## src/hdl/rx_err_pkg.sv

```systemverilog
// constants and types for the receive error polarity machine
// assumes one system clock and a 7-bit receive sequence counter held outside
package rx_err_pkg;

  // the four states; bit 0 set means the polarity flag is negative
  typedef enum logic [1:0] {
    ST_VALID_POS = 2'h0,
    ST_VALID_NEG = 2'h1,
    ST_ERR_POS = 2'h2,
    ST_ERR_NEG = 2'h3
  } rx_err_state_t;

  localparam logic POL_POS = 1'h0;
  localparam logic POL_NEG = 1'h1;

  localparam int SEQ_CNT_W = 7;
  localparam int SEQ_NUM_W = 8;
  // polarity sits above the count in an outgoing sequence number
  localparam int SEQ_POL_BIT = 7;
  localparam logic [SEQ_NUM_W-1:0] SEQ_NUM_RST = 8'h00;

  // words that must pass after an ACK before the next one may go
  localparam logic [3:0] ACK_GAP_WORDS = 4'hF;
  localparam logic [3:0] ACK_GAP_NONE = 4'h0;

  // polarity flag implied by a state, and nothing else
  function automatic logic pol_of(input rx_err_state_t s);
    logic p;
    p = POL_POS;
    case (s)
      ST_VALID_POS: p = POL_POS;
      ST_VALID_NEG: p = POL_NEG;
      ST_ERR_POS: p = POL_POS;
      ST_ERR_NEG: p = POL_NEG;
      default: p = POL_POS;
    endcase
    return p;
  endfunction

endpackage

```

## src/hdl/rx_err_if.sv

```systemverilog
// bundle between the request logic and the receive error state core
// assumes both ends run on the same system clock
interface rx_err_if;
  logic ack_req;
  logic nack_req;
  logic flush_any;
  logic seq_err_evt;
  logic seq_err_pol;
  rx_err_pkg::rx_err_state_t state;
  rx_err_pkg::rx_err_state_t state_next;

  modport ctrl (
    output ack_req,
    output nack_req,
    output flush_any,
    output seq_err_evt,
    output seq_err_pol,
    input state,
    input state_next
  );

  modport core (
    input ack_req,
    input nack_req,
    input flush_any,
    input seq_err_evt,
    input seq_err_pol,
    output state,
    output state_next
  );
endinterface

```

## src/hdl/rx_polarity_error_fsm.sv

```systemverilog
// receive error polarity control for the quality layer of a serial link
// assumes all inputs come from logic on clk_sys; the transmit scheduler
// takes a pending ACK or NACK word with a one-cycle taken pulse
//
// Notes on behaviour
// - a four-state machine alone decides the receive polarity flag
// - cold reset, warm reset or remote flush force valid positive from anywhere
// - valid positive presents a positive polarity flag
// - valid positive plus NACK request goes to error negative before the NACK
// - valid negative presents a negative polarity flag
// - valid negative plus NACK request goes to error positive before the NACK
// - error positive presents a positive polarity flag
// - error positive plus ACK request goes to valid positive before the ACK
// - error positive, positive out-of-sequence frame goes to error negative first
// - error negative presents a negative polarity flag
// - error negative plus ACK request goes to valid negative before the ACK
// - error negative, negative out-of-sequence frame goes to error positive first
// - ACK words carry the held polarity, NACK words the opposite one
// - in valid positive ACKs go positive; a NACK from there goes positive
// - a good frame, FCT or FULL with no sequence or CRC error and no same-cycle NACK cause requests an ACK
// - a NACK carries the receive sequence count with the flag inverted
// - a new ACK request cancels a pending NACK, and the reverse
module rx_polarity_error_fsm (
  input wire logic clk_sys,
  input wire logic srst,
  input wire logic cold_reset_cmd,
  input wire logic warm_reset_cmd,
  input wire logic remote_flush,
  input wire logic rx_frame_valid,
  input wire logic rx_frame_pol,
  input wire logic rx_frame_seq_err,
  input wire logic rx_frame_crc_err,
  input wire logic rx_nack_cause,
  input wire logic [rx_err_pkg::SEQ_CNT_W-1:0] rx_seq_count,
  input wire logic tx_word_strobe,
  input wire logic tx_ack_taken,
  input wire logic tx_nack_taken,
  output logic ack_send_valid,
  output logic nack_send_valid,
  output logic [rx_err_pkg::SEQ_NUM_W-1:0] ack_seq_num,
  output logic [rx_err_pkg::SEQ_NUM_W-1:0] nack_seq_num,
  output logic rx_pol_flag,
  output logic [1:0] rx_err_state
);

  rx_err_if ctl_bus ();

  logic flush_any;
  logic frame_good;
  logic frame_bad;
  logic ack_req;
  logic nack_req;
  logic ack_sent;
  logic nack_sent;
  logic ack_pend_reg;
  logic nack_pend_reg;
  logic [3:0] ack_gap_reg;
  logic [rx_err_pkg::SEQ_NUM_W-1:0] ack_seq_reg;
  logic [rx_err_pkg::SEQ_NUM_W-1:0] nack_seq_reg;
  logic pol_flag_reg;
  logic pol_next;

  // any of the three restart conditions
  assign flush_any = cold_reset_cmd | warm_reset_cmd | remote_flush;

  // classify a received data frame, broadcast frame, FCT or FULL
  assign frame_good = rx_frame_valid & ~rx_frame_seq_err & ~rx_frame_crc_err;
  assign frame_bad = rx_frame_valid & (rx_frame_seq_err | rx_frame_crc_err);

  // a NACK cause beats a good frame in the same cycle: the error must be reported
  assign nack_req = rx_nack_cause | frame_bad;
  assign ack_req = frame_good & ~nack_req;

  // drive the core; flush priority lives in the core's next-state logic
  assign ctl_bus.ack_req = ack_req;
  assign ctl_bus.nack_req = nack_req;
  assign ctl_bus.flush_any = flush_any;
  assign ctl_bus.seq_err_evt = rx_frame_valid & rx_frame_seq_err;
  assign ctl_bus.seq_err_pol = rx_frame_pol;

  rx_err_state_core u_core (
    .clk_sys(clk_sys),
    .srst(srst),
    .ctl(ctl_bus.core)
  );

  // polarity of the state being entered, so words built now match it
  assign pol_next = rx_err_pkg::pol_of(ctl_bus.state_next);

  // handshake towards the transmit scheduler
  assign ack_send_valid = ack_pend_reg & (ack_gap_reg == rx_err_pkg::ACK_GAP_NONE);
  assign nack_send_valid = nack_pend_reg;
  assign ack_sent = ack_send_valid & tx_ack_taken;
  assign nack_sent = nack_send_valid & tx_nack_taken;

  // pending ACK: a new request wins over a same-cycle send, a NACK cancels it
  always_ff @(posedge clk_sys) begin
    if (srst || flush_any) begin
      ack_pend_reg <= 1'h0;
    end else if (nack_req) begin
      ack_pend_reg <= 1'h0;
    end else if (ack_req) begin
      ack_pend_reg <= 1'h1;
    end else if (ack_sent) begin
      ack_pend_reg <= 1'h0;
    end
  end

  // pending NACK: a new request wins over a same-cycle send, an ACK cancels it
  always_ff @(posedge clk_sys) begin
    if (srst || flush_any) begin
      nack_pend_reg <= 1'h0;
    end else if (nack_req) begin
      nack_pend_reg <= 1'h1;
    end else if (ack_req) begin
      nack_pend_reg <= 1'h0;
    end else if (nack_sent) begin
      nack_pend_reg <= 1'h0;
    end
  end

  // spacing between ACKs, counted in transmitted words; a later request
  // simply waits, it is not dropped
  always_ff @(posedge clk_sys) begin
    if (srst) begin
      ack_gap_reg <= rx_err_pkg::ACK_GAP_NONE;
    end else if (ack_sent) begin
      ack_gap_reg <= rx_err_pkg::ACK_GAP_WORDS;
    end else if (tx_word_strobe && ack_gap_reg != rx_err_pkg::ACK_GAP_NONE) begin
      ack_gap_reg <= ack_gap_reg - 4'h1;
    end
  end

  // sequence numbers are rebuilt every cycle from the state being entered,
  // so a word raised by a request already shows the post-transition polarity
  always_ff @(posedge clk_sys) begin
    if (srst) begin
      ack_seq_reg <= rx_err_pkg::SEQ_NUM_RST;
      nack_seq_reg <= rx_err_pkg::SEQ_NUM_RST;
    end else begin
      ack_seq_reg <= {pol_next, rx_seq_count};
      nack_seq_reg <= {~pol_next, rx_seq_count};
    end
  end

  // registered copy of the polarity flag
  always_ff @(posedge clk_sys) begin
    if (srst) pol_flag_reg <= rx_err_pkg::POL_POS;
    else pol_flag_reg <= pol_next;
  end

  assign ack_seq_num = ack_seq_reg;
  assign nack_seq_num = nack_seq_reg;
  assign rx_pol_flag = pol_flag_reg;
  assign rx_err_state = ctl_bus.state;

  // checks on the machine and on the words it shapes

  force_vp_a: assert property (
    @(posedge clk_sys) disable iff (srst)
    flush_any |=> rx_err_state == rx_err_pkg::ST_VALID_POS && !ack_pend_reg && !nack_pend_reg
  ) else $error("restart did not give valid positive");

  flush_wins_a: assert property (
    @(posedge clk_sys) disable iff (srst)
    (flush_any && (ack_req || nack_req || rx_frame_seq_err))
      |=> rx_err_state == rx_err_pkg::ST_VALID_POS && rx_pol_flag == rx_err_pkg::POL_POS
  ) else $error("same-cycle event beat a restart");

  vp_flag_a: assert property (
    @(posedge clk_sys) disable iff (srst)
    rx_err_state == rx_err_pkg::ST_VALID_POS |-> rx_pol_flag == rx_err_pkg::POL_POS
  ) else $error("valid positive shows negative flag");

  vn_flag_a: assert property (
    @(posedge clk_sys) disable iff (srst)
    rx_err_state == rx_err_pkg::ST_VALID_NEG |-> rx_pol_flag == rx_err_pkg::POL_NEG
  ) else $error("valid negative shows positive flag");

  ep_flag_a: assert property (
    @(posedge clk_sys) disable iff (srst)
    rx_err_state == rx_err_pkg::ST_ERR_POS |-> rx_pol_flag == rx_err_pkg::POL_POS
  ) else $error("error positive shows negative flag");

  en_flag_a: assert property (
    @(posedge clk_sys) disable iff (srst)
    rx_err_state == rx_err_pkg::ST_ERR_NEG |-> rx_pol_flag == rx_err_pkg::POL_NEG
  ) else $error("error negative shows positive flag");

  vp_nack_a: assert property (
    @(posedge clk_sys) disable iff (srst)
    (rx_err_state == rx_err_pkg::ST_VALID_POS && nack_req && !flush_any)
      |=> rx_err_state == rx_err_pkg::ST_ERR_NEG && nack_send_valid
        && nack_seq_num[rx_err_pkg::SEQ_POL_BIT] == rx_err_pkg::POL_POS
  ) else $error("NACK from valid positive mishandled");

  vn_nack_a: assert property (
    @(posedge clk_sys) disable iff (srst)
    (rx_err_state == rx_err_pkg::ST_VALID_NEG && nack_req && !flush_any)
      |=> rx_err_state == rx_err_pkg::ST_ERR_POS && nack_send_valid
        && nack_seq_num[rx_err_pkg::SEQ_POL_BIT] == rx_err_pkg::POL_NEG
  ) else $error("NACK from valid negative mishandled");

  ep_ack_a: assert property (
    @(posedge clk_sys) disable iff (srst)
    (rx_err_state == rx_err_pkg::ST_ERR_POS && ack_req && !flush_any)
      |=> rx_err_state == rx_err_pkg::ST_VALID_POS && ack_pend_reg
        && ack_seq_num[rx_err_pkg::SEQ_POL_BIT] == rx_err_pkg::POL_POS
  ) else $error("ACK from error positive mishandled");

  ep_seqerr_a: assert property (
    @(posedge clk_sys) disable iff (srst)
    (rx_err_state == rx_err_pkg::ST_ERR_POS && rx_frame_valid && rx_frame_seq_err
      && rx_frame_pol == rx_err_pkg::POL_POS && !flush_any)
      |=> rx_err_state == rx_err_pkg::ST_ERR_NEG
        && nack_seq_num[rx_err_pkg::SEQ_POL_BIT] == rx_err_pkg::POL_POS
  ) else $error("sequence error in error positive mishandled");

  en_ack_a: assert property (
    @(posedge clk_sys) disable iff (srst)
    (rx_err_state == rx_err_pkg::ST_ERR_NEG && ack_req && !flush_any)
      |=> rx_err_state == rx_err_pkg::ST_VALID_NEG && ack_pend_reg
        && ack_seq_num[rx_err_pkg::SEQ_POL_BIT] == rx_err_pkg::POL_NEG
  ) else $error("ACK from error negative mishandled");

  en_seqerr_a: assert property (
    @(posedge clk_sys) disable iff (srst)
    (rx_err_state == rx_err_pkg::ST_ERR_NEG && rx_frame_valid && rx_frame_seq_err
      && rx_frame_pol == rx_err_pkg::POL_NEG && !flush_any)
      |=> rx_err_state == rx_err_pkg::ST_ERR_POS
        && nack_seq_num[rx_err_pkg::SEQ_POL_BIT] == rx_err_pkg::POL_NEG
  ) else $error("sequence error in error negative mishandled");

  word_pol_a: assert property (
    @(posedge clk_sys) disable iff (srst)
    !$past(srst) |-> ack_seq_num[rx_err_pkg::SEQ_POL_BIT] == rx_pol_flag
      && nack_seq_num[rx_err_pkg::SEQ_POL_BIT] != rx_pol_flag
  ) else $error("word polarity does not follow the flag");

  vp_words_a: assert property (
    @(posedge clk_sys) disable iff (srst)
    (rx_err_state == rx_err_pkg::ST_VALID_POS && ack_send_valid)
      |-> ack_seq_num[rx_err_pkg::SEQ_POL_BIT] == rx_err_pkg::POL_POS
  ) else $error("ACK in valid positive not positive");

  ack_request_a: assert property (
    @(posedge clk_sys) disable iff (srst)
    (frame_good && !nack_req && !flush_any) |=> ack_pend_reg && !nack_pend_reg
  ) else $error("good frame did not request an ACK");

  nack_count_a: assert property (
    @(posedge clk_sys) disable iff (srst)
    nack_send_valid && !$past(srst)
      |-> nack_seq_num[rx_err_pkg::SEQ_CNT_W-1:0] == $past(rx_seq_count)
  ) else $error("NACK count does not match the receive counter");

  nack_cancel_a: assert property (
    @(posedge clk_sys) disable iff (srst)
    (nack_req && !flush_any) |=> !ack_send_valid ##1 ($past(ack_req) || !ack_send_valid)
  ) else $error("NACK request left an ACK pending");

  ack_spacing_a: assert property (
    @(posedge clk_sys) disable iff (srst)
    ack_sent |=> !ack_send_valid [*2]
  ) else $error("second ACK offered too soon");

  // ACK spacing reload, holds, wrong-polarity errors and request priority; a broken guard shows up here first
  ack_gap_a: assert property (
    @(posedge clk_sys) disable iff (srst)
    ack_sent |=> ack_gap_reg == rx_err_pkg::ACK_GAP_WORDS
  ) else $error("ACK spacing not reloaded");

  ep_wrongpol_a: assert property (
    @(posedge clk_sys) disable iff (srst)
    (rx_err_state == rx_err_pkg::ST_ERR_POS && rx_frame_valid && rx_frame_seq_err
      && rx_frame_pol == rx_err_pkg::POL_NEG && !flush_any)
      |=> rx_err_state == rx_err_pkg::ST_ERR_POS && nack_send_valid
  ) else $error("negative sequence error moved error positive");

  en_wrongpol_a: assert property (
    @(posedge clk_sys) disable iff (srst)
    (rx_err_state == rx_err_pkg::ST_ERR_NEG && rx_frame_valid && rx_frame_seq_err
      && rx_frame_pol == rx_err_pkg::POL_POS && !flush_any)
      |=> rx_err_state == rx_err_pkg::ST_ERR_NEG && nack_send_valid
  ) else $error("positive sequence error moved error negative");

  vp_hold_a: assert property (
    @(posedge clk_sys) disable iff (srst)
    (rx_err_state == rx_err_pkg::ST_VALID_POS && !nack_req)
      |=> rx_err_state == rx_err_pkg::ST_VALID_POS
  ) else $error("valid positive left without a NACK request");

  en_hold_a: assert property (
    @(posedge clk_sys) disable iff (srst)
    (rx_err_state == rx_err_pkg::ST_ERR_NEG && !ack_req && !flush_any
      && !(rx_frame_valid && rx_frame_seq_err && rx_frame_pol == rx_err_pkg::POL_NEG))
      |=> rx_err_state == rx_err_pkg::ST_ERR_NEG
  ) else $error("error negative left without cause");

  nack_wins_a: assert property (
    @(posedge clk_sys) disable iff (srst)
    (frame_good && rx_nack_cause && !flush_any) |=> nack_send_valid && !ack_pend_reg
  ) else $error("good frame beat a same-cycle NACK cause");

  pend_excl_a: assert property (
    @(posedge clk_sys) disable iff (srst)
    !(ack_pend_reg && nack_pend_reg)
  ) else $error("ACK and NACK pending together");

endmodule // rx_polarity_error_fsm

```

## src/hdl/rx_err_state_core.sv

```systemverilog
// four-state receive error machine that sets the receive polarity flag
// assumes ack_req and nack_req never arrive together (the caller resolves it)
module rx_err_state_core (
  input wire logic clk_sys,
  input wire logic srst,
  rx_err_if.core ctl
);

  rx_err_pkg::rx_err_state_t state_reg;
  rx_err_pkg::rx_err_state_t state_next;

  // next state; a reset or flush overrides every other event
  always_comb begin
    state_next = state_reg;
    case (state_reg)
      rx_err_pkg::ST_VALID_POS: begin
        if (ctl.nack_req) state_next = rx_err_pkg::ST_ERR_NEG;
      end
      rx_err_pkg::ST_VALID_NEG: begin
        if (ctl.nack_req) state_next = rx_err_pkg::ST_ERR_POS;
      end
      rx_err_pkg::ST_ERR_POS: begin
        if (ctl.ack_req) begin
          state_next = rx_err_pkg::ST_VALID_POS;
        end else if (ctl.seq_err_evt && ctl.seq_err_pol == rx_err_pkg::POL_POS) begin
          state_next = rx_err_pkg::ST_ERR_NEG;
        end
      end
      rx_err_pkg::ST_ERR_NEG: begin
        if (ctl.ack_req) begin
          state_next = rx_err_pkg::ST_VALID_NEG;
        end else if (ctl.seq_err_evt && ctl.seq_err_pol == rx_err_pkg::POL_NEG) begin
          state_next = rx_err_pkg::ST_ERR_POS;
        end
      end
      default: state_next = rx_err_pkg::ST_VALID_POS;
    endcase
    if (ctl.flush_any) state_next = rx_err_pkg::ST_VALID_POS;
  end

  // state register
  always_ff @(posedge clk_sys) begin
    if (srst) state_reg <= rx_err_pkg::ST_VALID_POS;
    else state_reg <= state_next;
  end

  assign ctl.state = state_reg;
  assign ctl.state_next = state_next;

  // error positive is left only by an ACK request, a flush or a matching sequence error
  err_hold_a: assert property (
    @(posedge clk_sys) disable iff (srst)
    (state_reg == rx_err_pkg::ST_ERR_POS && !ctl.ack_req && !ctl.flush_any
      && !ctl.seq_err_evt) |=> state_reg == rx_err_pkg::ST_ERR_POS
  ) else $error("error positive state left without cause");

  // valid negative holds until a NACK request or a flush
  valid_hold_a: assert property (
    @(posedge clk_sys) disable iff (srst)
    (state_reg == rx_err_pkg::ST_VALID_NEG && !ctl.nack_req && !ctl.flush_any)
      |=> $stable(state_reg)
  ) else $error("valid negative state left without cause");

endmodule // rx_err_state_core

```

## config.mk

```make
export PLATFORM = sky130hd
export DESIGN_NAME = rx_polarity_error_fsm
export DESIGN_NICKNAME = d
export VERILOG_FILES = /design/src/hdl/rx_err_pkg.sv /design/src/hdl/rx_err_if.sv /design/src/hdl/rx_polarity_error_fsm.sv /design/src/hdl/rx_err_state_core.sv
export SDC_FILE = /design/constraint.sdc
export NUM_CORES = 1
export LEC_CHECK = 0
export BUFFER_PORTS_ARGS = -buffer_cell sky130_fd_sc_hd__buf_4
export CAP_MARGIN = 40
export CORE_UTILIZATION = 42
export DETAILED_ROUTE_END_ITERATION = 8
export GPL_ROUTABILITY_DRIVEN = 0
export GPL_TIMING_DRIVEN = 0
export PLACE_DENSITY = 0.76
export SLEW_MARGIN = 20
export SYNTH_ARGS = -nofsm -noshare
export SYNTH_HDL_FRONTEND = slang
export SYNTH_SLANG_ARGS = --single-unit
```

## constraint.sdc

```tcl
create_clock -name clk_sys -period 1.7 [get_ports clk_sys]
set_input_delay 0.17 -clock clk_sys [delete_from_list [all_inputs] [get_ports clk_sys]]
set_output_delay 0.17 -clock clk_sys [all_outputs]
set_load 0.1 [all_outputs]
```

Yosys cells after proc, flatten, opt, wreduce, memory -nomap -nowiden
Index checks and enable logic that the tools add are counted.
Widths: inputs -> output; s select.
{"block": "totals", "ff_bits": 25, "inputBits": 20, "out_inout_bits": 21, "word_cells": 61}
{"block": "classes", "add_sub_neg": 1, "eq_ne": 6, "mux": 16, "n_bitwise": 17, "reduce_logical": 14}
{"operator": "$mux 2", "n": 7}
{"operator": "$and 1x1->1", "n": 8}
{"operator": "$eq 2x2->1 const B", "n": 4}
{"operator": "$mux 4", "n": 2}
{"operator": "$pmux 2 s4", "n": 1}
{"operator": "$reduce_or 2->1", "n": 3}
{"operator": "$mux 1", "n": 5}
{"operator": "$not 1->1", "n": 5}
{"operator": "$eq 2x1->1 const B", "n": 2}
{"operator": "$logic_not 2->1", "n": 2}
{"operator": "$logic_not 4->1", "n": 1}
{"operator": "$or 1x1->1", "n": 4}
{"operator": "$reduce_bool 2->1", "n": 2}
{"operator": "$reduce_bool 4->1", "n": 1}
{"operator": "$sub 4x1->4 const B", "n": 1}
{"operator": "$logic_and 1x1->1", "n": 3}
{"operator": "$reduce_bool 3->1", "n": 1}
{"operator": "$pmux 1 s2", "n": 1}
{"operator": "$logic_or 1x1->1", "n": 1}

Longest topological paths before layout
Gate-level depths: netlist of the first run.
{"block": "depth", "depth_word": 12, "depth_mapped": 5}

Modules after synthesis
Synthesis of the first run repeated with hierarchy kept, for this count alone.
{"block": "hier_totals", "cells_unflattened": 85, "hier_area_um2": 810.8}
{"mod": "rx_polarity_error_fsm", "instances": 1, "cells_per_inst": 71, "area_each_um2": 676.9, "seq_area_each_um2": 300.3}
{"mod": "rx_err_state_core", "instances": 1, "cells_per_inst": 14, "area_each_um2": 133.9, "seq_area_each_um2": 40.0}

Worst setup path after synthesis of the first run
No wires, ideal clock.
{"block": "synth_timing", "path_kind": "register to output", "from": "register ack_gap_reg[0]", "to": "output ack_send_valid", "t_arrival_ns": 1.591, "path_slack_ns": -0.061, "path_stages_with_launch": 5, "path_cell_list": "dfxtp_1 -> inv_1 -> ha_1 -> nor3b_4 -> and2_1"}
{"block": "synth_between", "elab_chain_cells": 2}
{"item": "start: declaration", "line_no": "rx_polarity_error_fsm.sv:57", "text": "logic [3:0] ack_gap_reg;"}
{"item": "start signal: assignment", "line_no": "rx_polarity_error_fsm.sv:126", "text": "ack_gap_reg <= rx_err_pkg::ACK_GAP_NONE;"}
{"item": "start signal: assignment", "line_no": "rx_polarity_error_fsm.sv:128", "text": "ack_gap_reg <= rx_err_pkg::ACK_GAP_WORDS;"}
{"item": "start signal: assignment", "line_no": "rx_polarity_error_fsm.sv:130", "text": "ack_gap_reg <= ack_gap_reg - 4'h1;"}
{"item": "$logic_not 4->1", "line_no": "rx_polarity_error_fsm.sv:91", "text": "assign ack_send_valid = ack_pend_reg & (ack_gap_reg == rx_err_pkg::ACK_GAP_NONE);"}
{"item": "$and 1x1->1", "line_no": "rx_polarity_error_fsm.sv:91"}
{"item": "end: declaration", "line_no": "rx_polarity_error_fsm.sv:38", "text": "output logic ack_send_valid,"}
No other way between the ends.

Final worst setup path of the first run
{"block": "layout_timing", "from": "register ack_gap_reg[0]", "to": "register ack_gap_reg[1]"}
{"block": "layout_between", "elab_chain_cells": 4, "elab_cells_between_ends": 9, "classes_between": "add/sub: 1; mux: 2; bitwise: 2; reduce/logical: 4"}
{"item": "branches (longest 4 deep; another with $sub 4x1->4)"}
Several ways; the timed one is not identified. The select of a mux whose other input is x is not followed.
A chain may end at the register's enable or synchronous reset.

==> results_dict.tcl, run 1 <==
set metrics [dict create \
    outcome "complete, no violations" \
    nets 149 \
    vias 725 \
    yosysMostFrequentCell "dfxtp_1" \
    power.leakage_uw 0.000552 \
    start_util 0.476 \
    path_clk_slew_ps 90 \
    yosys.area.top_type "dfxtp_1" \
    synth-edff-count 0 \
    critical_path.endpoint_type "register" \
    firstDrtPassIters 4 \
    dpl_cell_area_mm2 0.00109 \
    die_area_mm2 0.00198 \
    switching_power_uw 506 \
    remaining_drc_errors 0 \
    r2r_setup_slack_ps 50 \
    async_flop_share 0 \
    comb_power_share 0.453 \
    cts_tree "yes" \
    syn_area_um2 758 \
    fmax_mhz 607 \
    dp_hpwl_mm 1.22 \
    fin_cells 151 \
    yosys-top-cells-area "dfxtp_1 (42%), buf_4 (8.9%), nor2b_1 (6.6%)" \
    overflow 0 \
    synthCells 82 \
    grt_pass1_vias 633 \
    dp_cells 146 \
    swShare 0.380 \
    port_buffers 40 \
    cts_buffers 3 \
    clkLatencyLatePin_ps 290 \
    drt_iter0_drc 11 \
    crit_end "ack_gap_reg[1]" \
    max-cap-violations 0 \
    syn_avg_cell_area_um2 9.25 \
    antenna_found_initial 0 \
    grt.total_usage 0.172 \
    crit_required_ps 1880 \
    p_clk_frac 0.190 \
    ir_worst_vdd_mv 1.10 \
    start_kind "register" \
    grt_setup_unrepaired "false" \
    routedWlPerCell_um 10.7 \
    min_period_ps 1650 \
    r2r_end "ack_gap_reg[1]" \
    drt-total-wl_mm 1.62 \
    synth.distinct_cells 33 \
    fillers 128 \
    cts.sinks 16 \
    final_antenna_net_count 0 \
    ios 41 \
    crit-reg2reg-launch "ack_gap_reg[0]" \
    largest_register_ffs 7 \
    worst-slew-pin-transition_ps 414 \
    fin_skew_ps 0.971 \
    yosys_warnings 0 \
    diodes 0 \
    holdCritStartpoint "rx_seq_count[5]" \
    final_max_slew_viol_count 0 \
    power_density_mw_per_mm2 1160 \
    core_mm2 0.00159 \
    startpoint "ack_gap_reg[0]" \
    cts_htree_levels 1 \
    hold_class "input pin to register" \
    critPathMaxFanout 5 \
    finalSetupTns_ps 0 \
    layout.cell_area.non_filler_mm2 0.00115 \
    core.rowCount 14 \
    maxSlewHeadroom 0.724 \
    die_h_um 44.5 \
    synth_top_area_frac 0.422 \
    area_delta_synth_final_pct 51.6 \
    cts_hold_buf 0 \
    die_width_um 44.5 \
    synth_commonest_cells "dfxtp_1 (16), buf_4 (9), nor2b_1 (8), nor2_1 (6), inv_1 (5)" \
    crit_arrival_ps 1830 \
    hold_viol_final 0 \
    grt_max_degree 11 \
    synth_ff_type "dfxtp_1" \
    fin_crit_sh 0.969 \
    p_int_uw 824 \
    crit_type "register to register" \
    r2r_cells 6 \
    syn-num-nets 103 \
    setup_viol 0 \
    viasPerCell 4.80 \
    clockBufferDepth 2 \
    synth-seq-area-share 0.422 \
    ys_seq_elements 16 \
    cts_root_buffer "clkbuf_4" \
    p_seq_frac 0.357 \
    layout-drive-gt1-share 0.488 \
    grt_pass1_wl_mm 2.51 \
]
==> how the worst min path moves through the flow <==
stage / to / slack, ps / cells after the start
after floorplan: ack_gap_reg[2] / 270 / 1
after global placement: ack_seq_num[5] / 380 / 2
after detailed placement: ack_seq_num[5] / 390 / 2
after CTS: ack_seq_num[4] / 80 / 2
after global routing: ack_seq_num[3] / 80 / 2
final: ack_seq_num[5] / 90 / 2
==> worst max-delay path: stages (launching register included) <==
cell	delay [ps]
dfxtp_2	350
inv_1	60
ha_2	200
nor3b_4	200
buf_4	160
mux2_4	300
mux2_2	270
==> logic make-up after synthesis <==
kind of cell,after synthesis,synth area share
AO/OA/AOI/OAI,16,0.142
adder cells (fa/ha/maj),1,0.0165
multiplexers,3,0.0478
flip-flops,16,0.422
AND/OR/NAND/NOR,31,0.252
buffers and inverters,15,0.119
==> placed cells by master (no fill, tap or decap), drive strengths merged, types with 2 or more instances in the layout <==
master | Yosys | routed
nor2 | 6 | 6
nor3 | 2 | 2
clkbuf | 1 | 5
a21oi | 4 | 4
o21ai | 3 | 3
mux2 | 2 | 2
buf | 9 | 50
nand3 | 2 | 2
inv | 5 | 5
nand2 | 4 | 4
nor3b | 2 | 2
nor2b | 8 | 8
o21a | 2 | 2
dfxtp | 16 | 16
==> metal layers <==
metal | part of all wire | track usage
met5 | 0 | 0
met4 | 0.013 | 0.0727
met3 | 0.082 | 0.0449
met2 | 0.48 | 0.303
met1 | 0.42 | 0.194
==> power groups by stage <==
stage / registers, uW / logic, uW / clock network [uW]
3_5_place_dp: 479 / 550 / 0
4_1_cts: 470 / 591 / 259
3_3_place_gp: 476 / 538 / 0
2_1_floorplan: 558 / 350 / 0
5_1_grt: 481 / 643 / 271
6_report: 475 / 602 / 252
==> area by class of cell <==
type | instances | area [um2] | area share
Tap cell | 24 | 30.0 | 0.0261
Timing Repair Buffer | 41 | 320 | 0.279
Inverter | 5 | 18.8 | 0.0163
Buffer | 10 | 71.3 | 0.0620
Clock buffer | 4 | 36.3 | 0.0316
Sequential cell | 16 | 322 | 0.280
Multi-Input combinational cell | 51 | 352 | 0.306
==> through the flow <==
stage	util	hold slack, ps	power [uW]	setup WS, ps
finish	0.721	88.1	1330	52.4
CTS	0.716	82.7	1320	8.17
detailed placement	0.684	387	1030	71.3
global route	0.721	82.5	1400	3.33
global placement	0.684	378	1010	108
floorplan	-	268	908	98.0
==> repair_timing <==
item,4_1_cts,5_1_grt
buffers inserted,1,0
endpoints found under the setup margin,1,3
resized for setup,2,3
No activity file was read; power rests on OpenSTA's default activity.
==> inputs of run 2 (changes only) <==
Settings changed: CELL_PAD_IN_SITES_DETAIL_PLACEMENT set to 1, CELL_PAD_IN_SITES_GLOBAL_PLACEMENT set to 2, CORE_UTILIZATION 42 to 25, HOLD_SLACK_MARGIN set to 0.08, PLACE_DENSITY 0.76 to 0.81.
Clock period 1.7 ns to 2.1 ns, I/O delays scaled along.
==> run 2 against run 1 <==
The run now ends with design-rule violations left. Via count up 0.69%. Die area up 65%. Final cell count up 4.0%. Critical endpoint is now ack_send_valid. Wire length up 15%. Clock power down 18%. Clock skew up 10 ps.
==> results_dict.tcl, run 2 (same netlist as run 1, synthesis figures left out) <==
set metrics [dict create \
    remaining_drc_errors 6 \
    dp_hpwl_mm 1.55 \
    cts_htree_levels 1 \
    grt.total_usage 0.120 \
    start_kind "register" \
    ios 41 \
    final_common_cell "buf_4" \
    maxSlewHeadroom 0.739 \
    nets 148 \
    drt_iter0_drc 11 \
    worst-slew-pin-transition_ps 392 \
    die_h_um 57.1 \
    die_area_mm2 0.00326 \
    hold_viol_final 0 \
    clkLatencyLatePin_ps 290 \
    crit-reg2reg-launch "ack_gap_reg[0]" \
    cts_setup_buffers 0 \
    startpoint "ack_gap_reg[0]" \
    cts_root_buffer "clkbuf_4" \
    grt_pass1_wl_mm 3.08 \
    post_cts_resized 0 \
    layout-drive-gt1-share 0.460 \
    cts_tree "yes" \
    finalSetupTns_ps 0 \
    crit_type "register to primary output" \
    viasPerCell 4.65 \
    grt_pass1_vias 743 \
    min_period_ps 1880 \
    clockBufferDepth 2 \
    outcome "finished with violations" \
    fin_skew_ps 11.5 \
    die_width_um 57.1 \
    fin_crit_sh 0.897 \
    grt_setup_unrepaired "false" \
    fmax_mhz 531 \
    core.rowCount 19 \
    power_density_mw_per_mm2 915 \
    critical_path.endpoint_type "primary output" \
    setup_viol 0 \
    violations "design-rule violations" \
    port_buffers 40 \
    routedWlPerCell_um 11.9 \
    power.leakage_uw 0.000545 \
    cts_hold_buf 0 \
    firstDrtPassIters 6 \
    vias 730 \
    largest_register_ffs 7 \
    max-cap-violations 0 \
    path_clk_slew_ps 100 \
    final_antenna_net_count 0 \
    antenna_found_initial 0 \
    cts.sinks 16 \
    ir_worst_vdd_mv 0.295 \
    start_util 0.270 \
    area_delta_synth_final_pct 49.5 \
    overflow 0 \
    grt_max_degree 11 \
    critPathMaxFanout 6 \
    hold_class "input pin to register" \
    final_cell_mix "buf_4 (49), dfxtp_1 (16), nor2b_1 (8)" \
    core_mm2 0.00281 \
    crit_required_ps 1890 \
    diodes 0 \
    cts_buffers 3 \
    crit_arrival_ps 1670 \
    holdCritStartpoint "rx_seq_count[3]" \
    final_max_slew_viol_count 0 \
    drt-total-wl_mm 1.87 \
    finalPower_uw 1040 \
]
run 2: cell types whose count changed in the layout (fill, tap and decap cells not counted), sizes merged:
cell  delta
buf      -1
run 2: through the flow:
| step | hold slack [ps] | worst slack, ps | cells | area [um2] | util |
|---|---|---|---|---|---|
| 3_3_place_gp | 422 | 496 | 153 | 1100 | 0.391 |
| 2_1_floorplan | 308 | 299 | 82 | 758 | - |
| 6_report | 120 | 217 | 157 | 1130 | 0.404 |
| 4_1_cts | 116 | 181 | 157 | 1130 | 0.404 |
| 3_5_place_dp | 430 | 461 | 153 | 1100 | 0.391 |
| 5_1_grt | 127 | 52.0 | 157 | 1130 | 0.404 |
run 2: worst max-delay path, cell delays in order (launching register included):
cell     delay, ps
dfxtp_1        350
inv_1           70
ha_1           200
nor3b_4        310
and2_1         170
buf_4          280
run 2: path summary, 6_finish.rpt:
| check | end | slack, ps | cells past startpoint |
|---|---|---|---|
| min reg2reg | nack_send_valid | 470 | 2 |
| min | ack_seq_num[3] | 120 | 2 |
| max | ack_send_valid | 220 | 5 |
| max reg2reg | ack_gap_reg[1] | 470 | 5 |
run 2: cell type report:
| cell class | instances | area, um2 |
|---|---|---|
| Inverter | 5 | 18.8 |
| Timing Repair Buffer | 40 | 300 |
| Buffer | 10 | 71.3 |
| Sequential cell | 16 | 320 |
| Fill cell | 351 | 1670 |
| Clock buffer | 4 | 36.3 |
| Multi-Input combinational cell | 51 | 348 |
| Tap cell | 31 | 38.8 |
run 2: where the power goes:
| part | total (uW) | internal (uW) | leakage, uW | switching (uW) |
|---|---|---|---|---|
| Sequential | 382 | 344 | 0.000132 | 38.2 |
| Combinational | 449 | 185 | 0.000392 | 264 |
| Clock | 206 | 106 | 0.0000210 | 101 |
run 2: per-layer routing:
metal  wire length [um]  up-vias  GRT usage  part of all wire
li1                   -      363          -                 -
met1                733      333      0.127              0.39
met4                  0        0     0.0418                 0
met2                956       34      0.225              0.51
met3                181        0     0.0340             0.097
met5                  0        -          0                 0
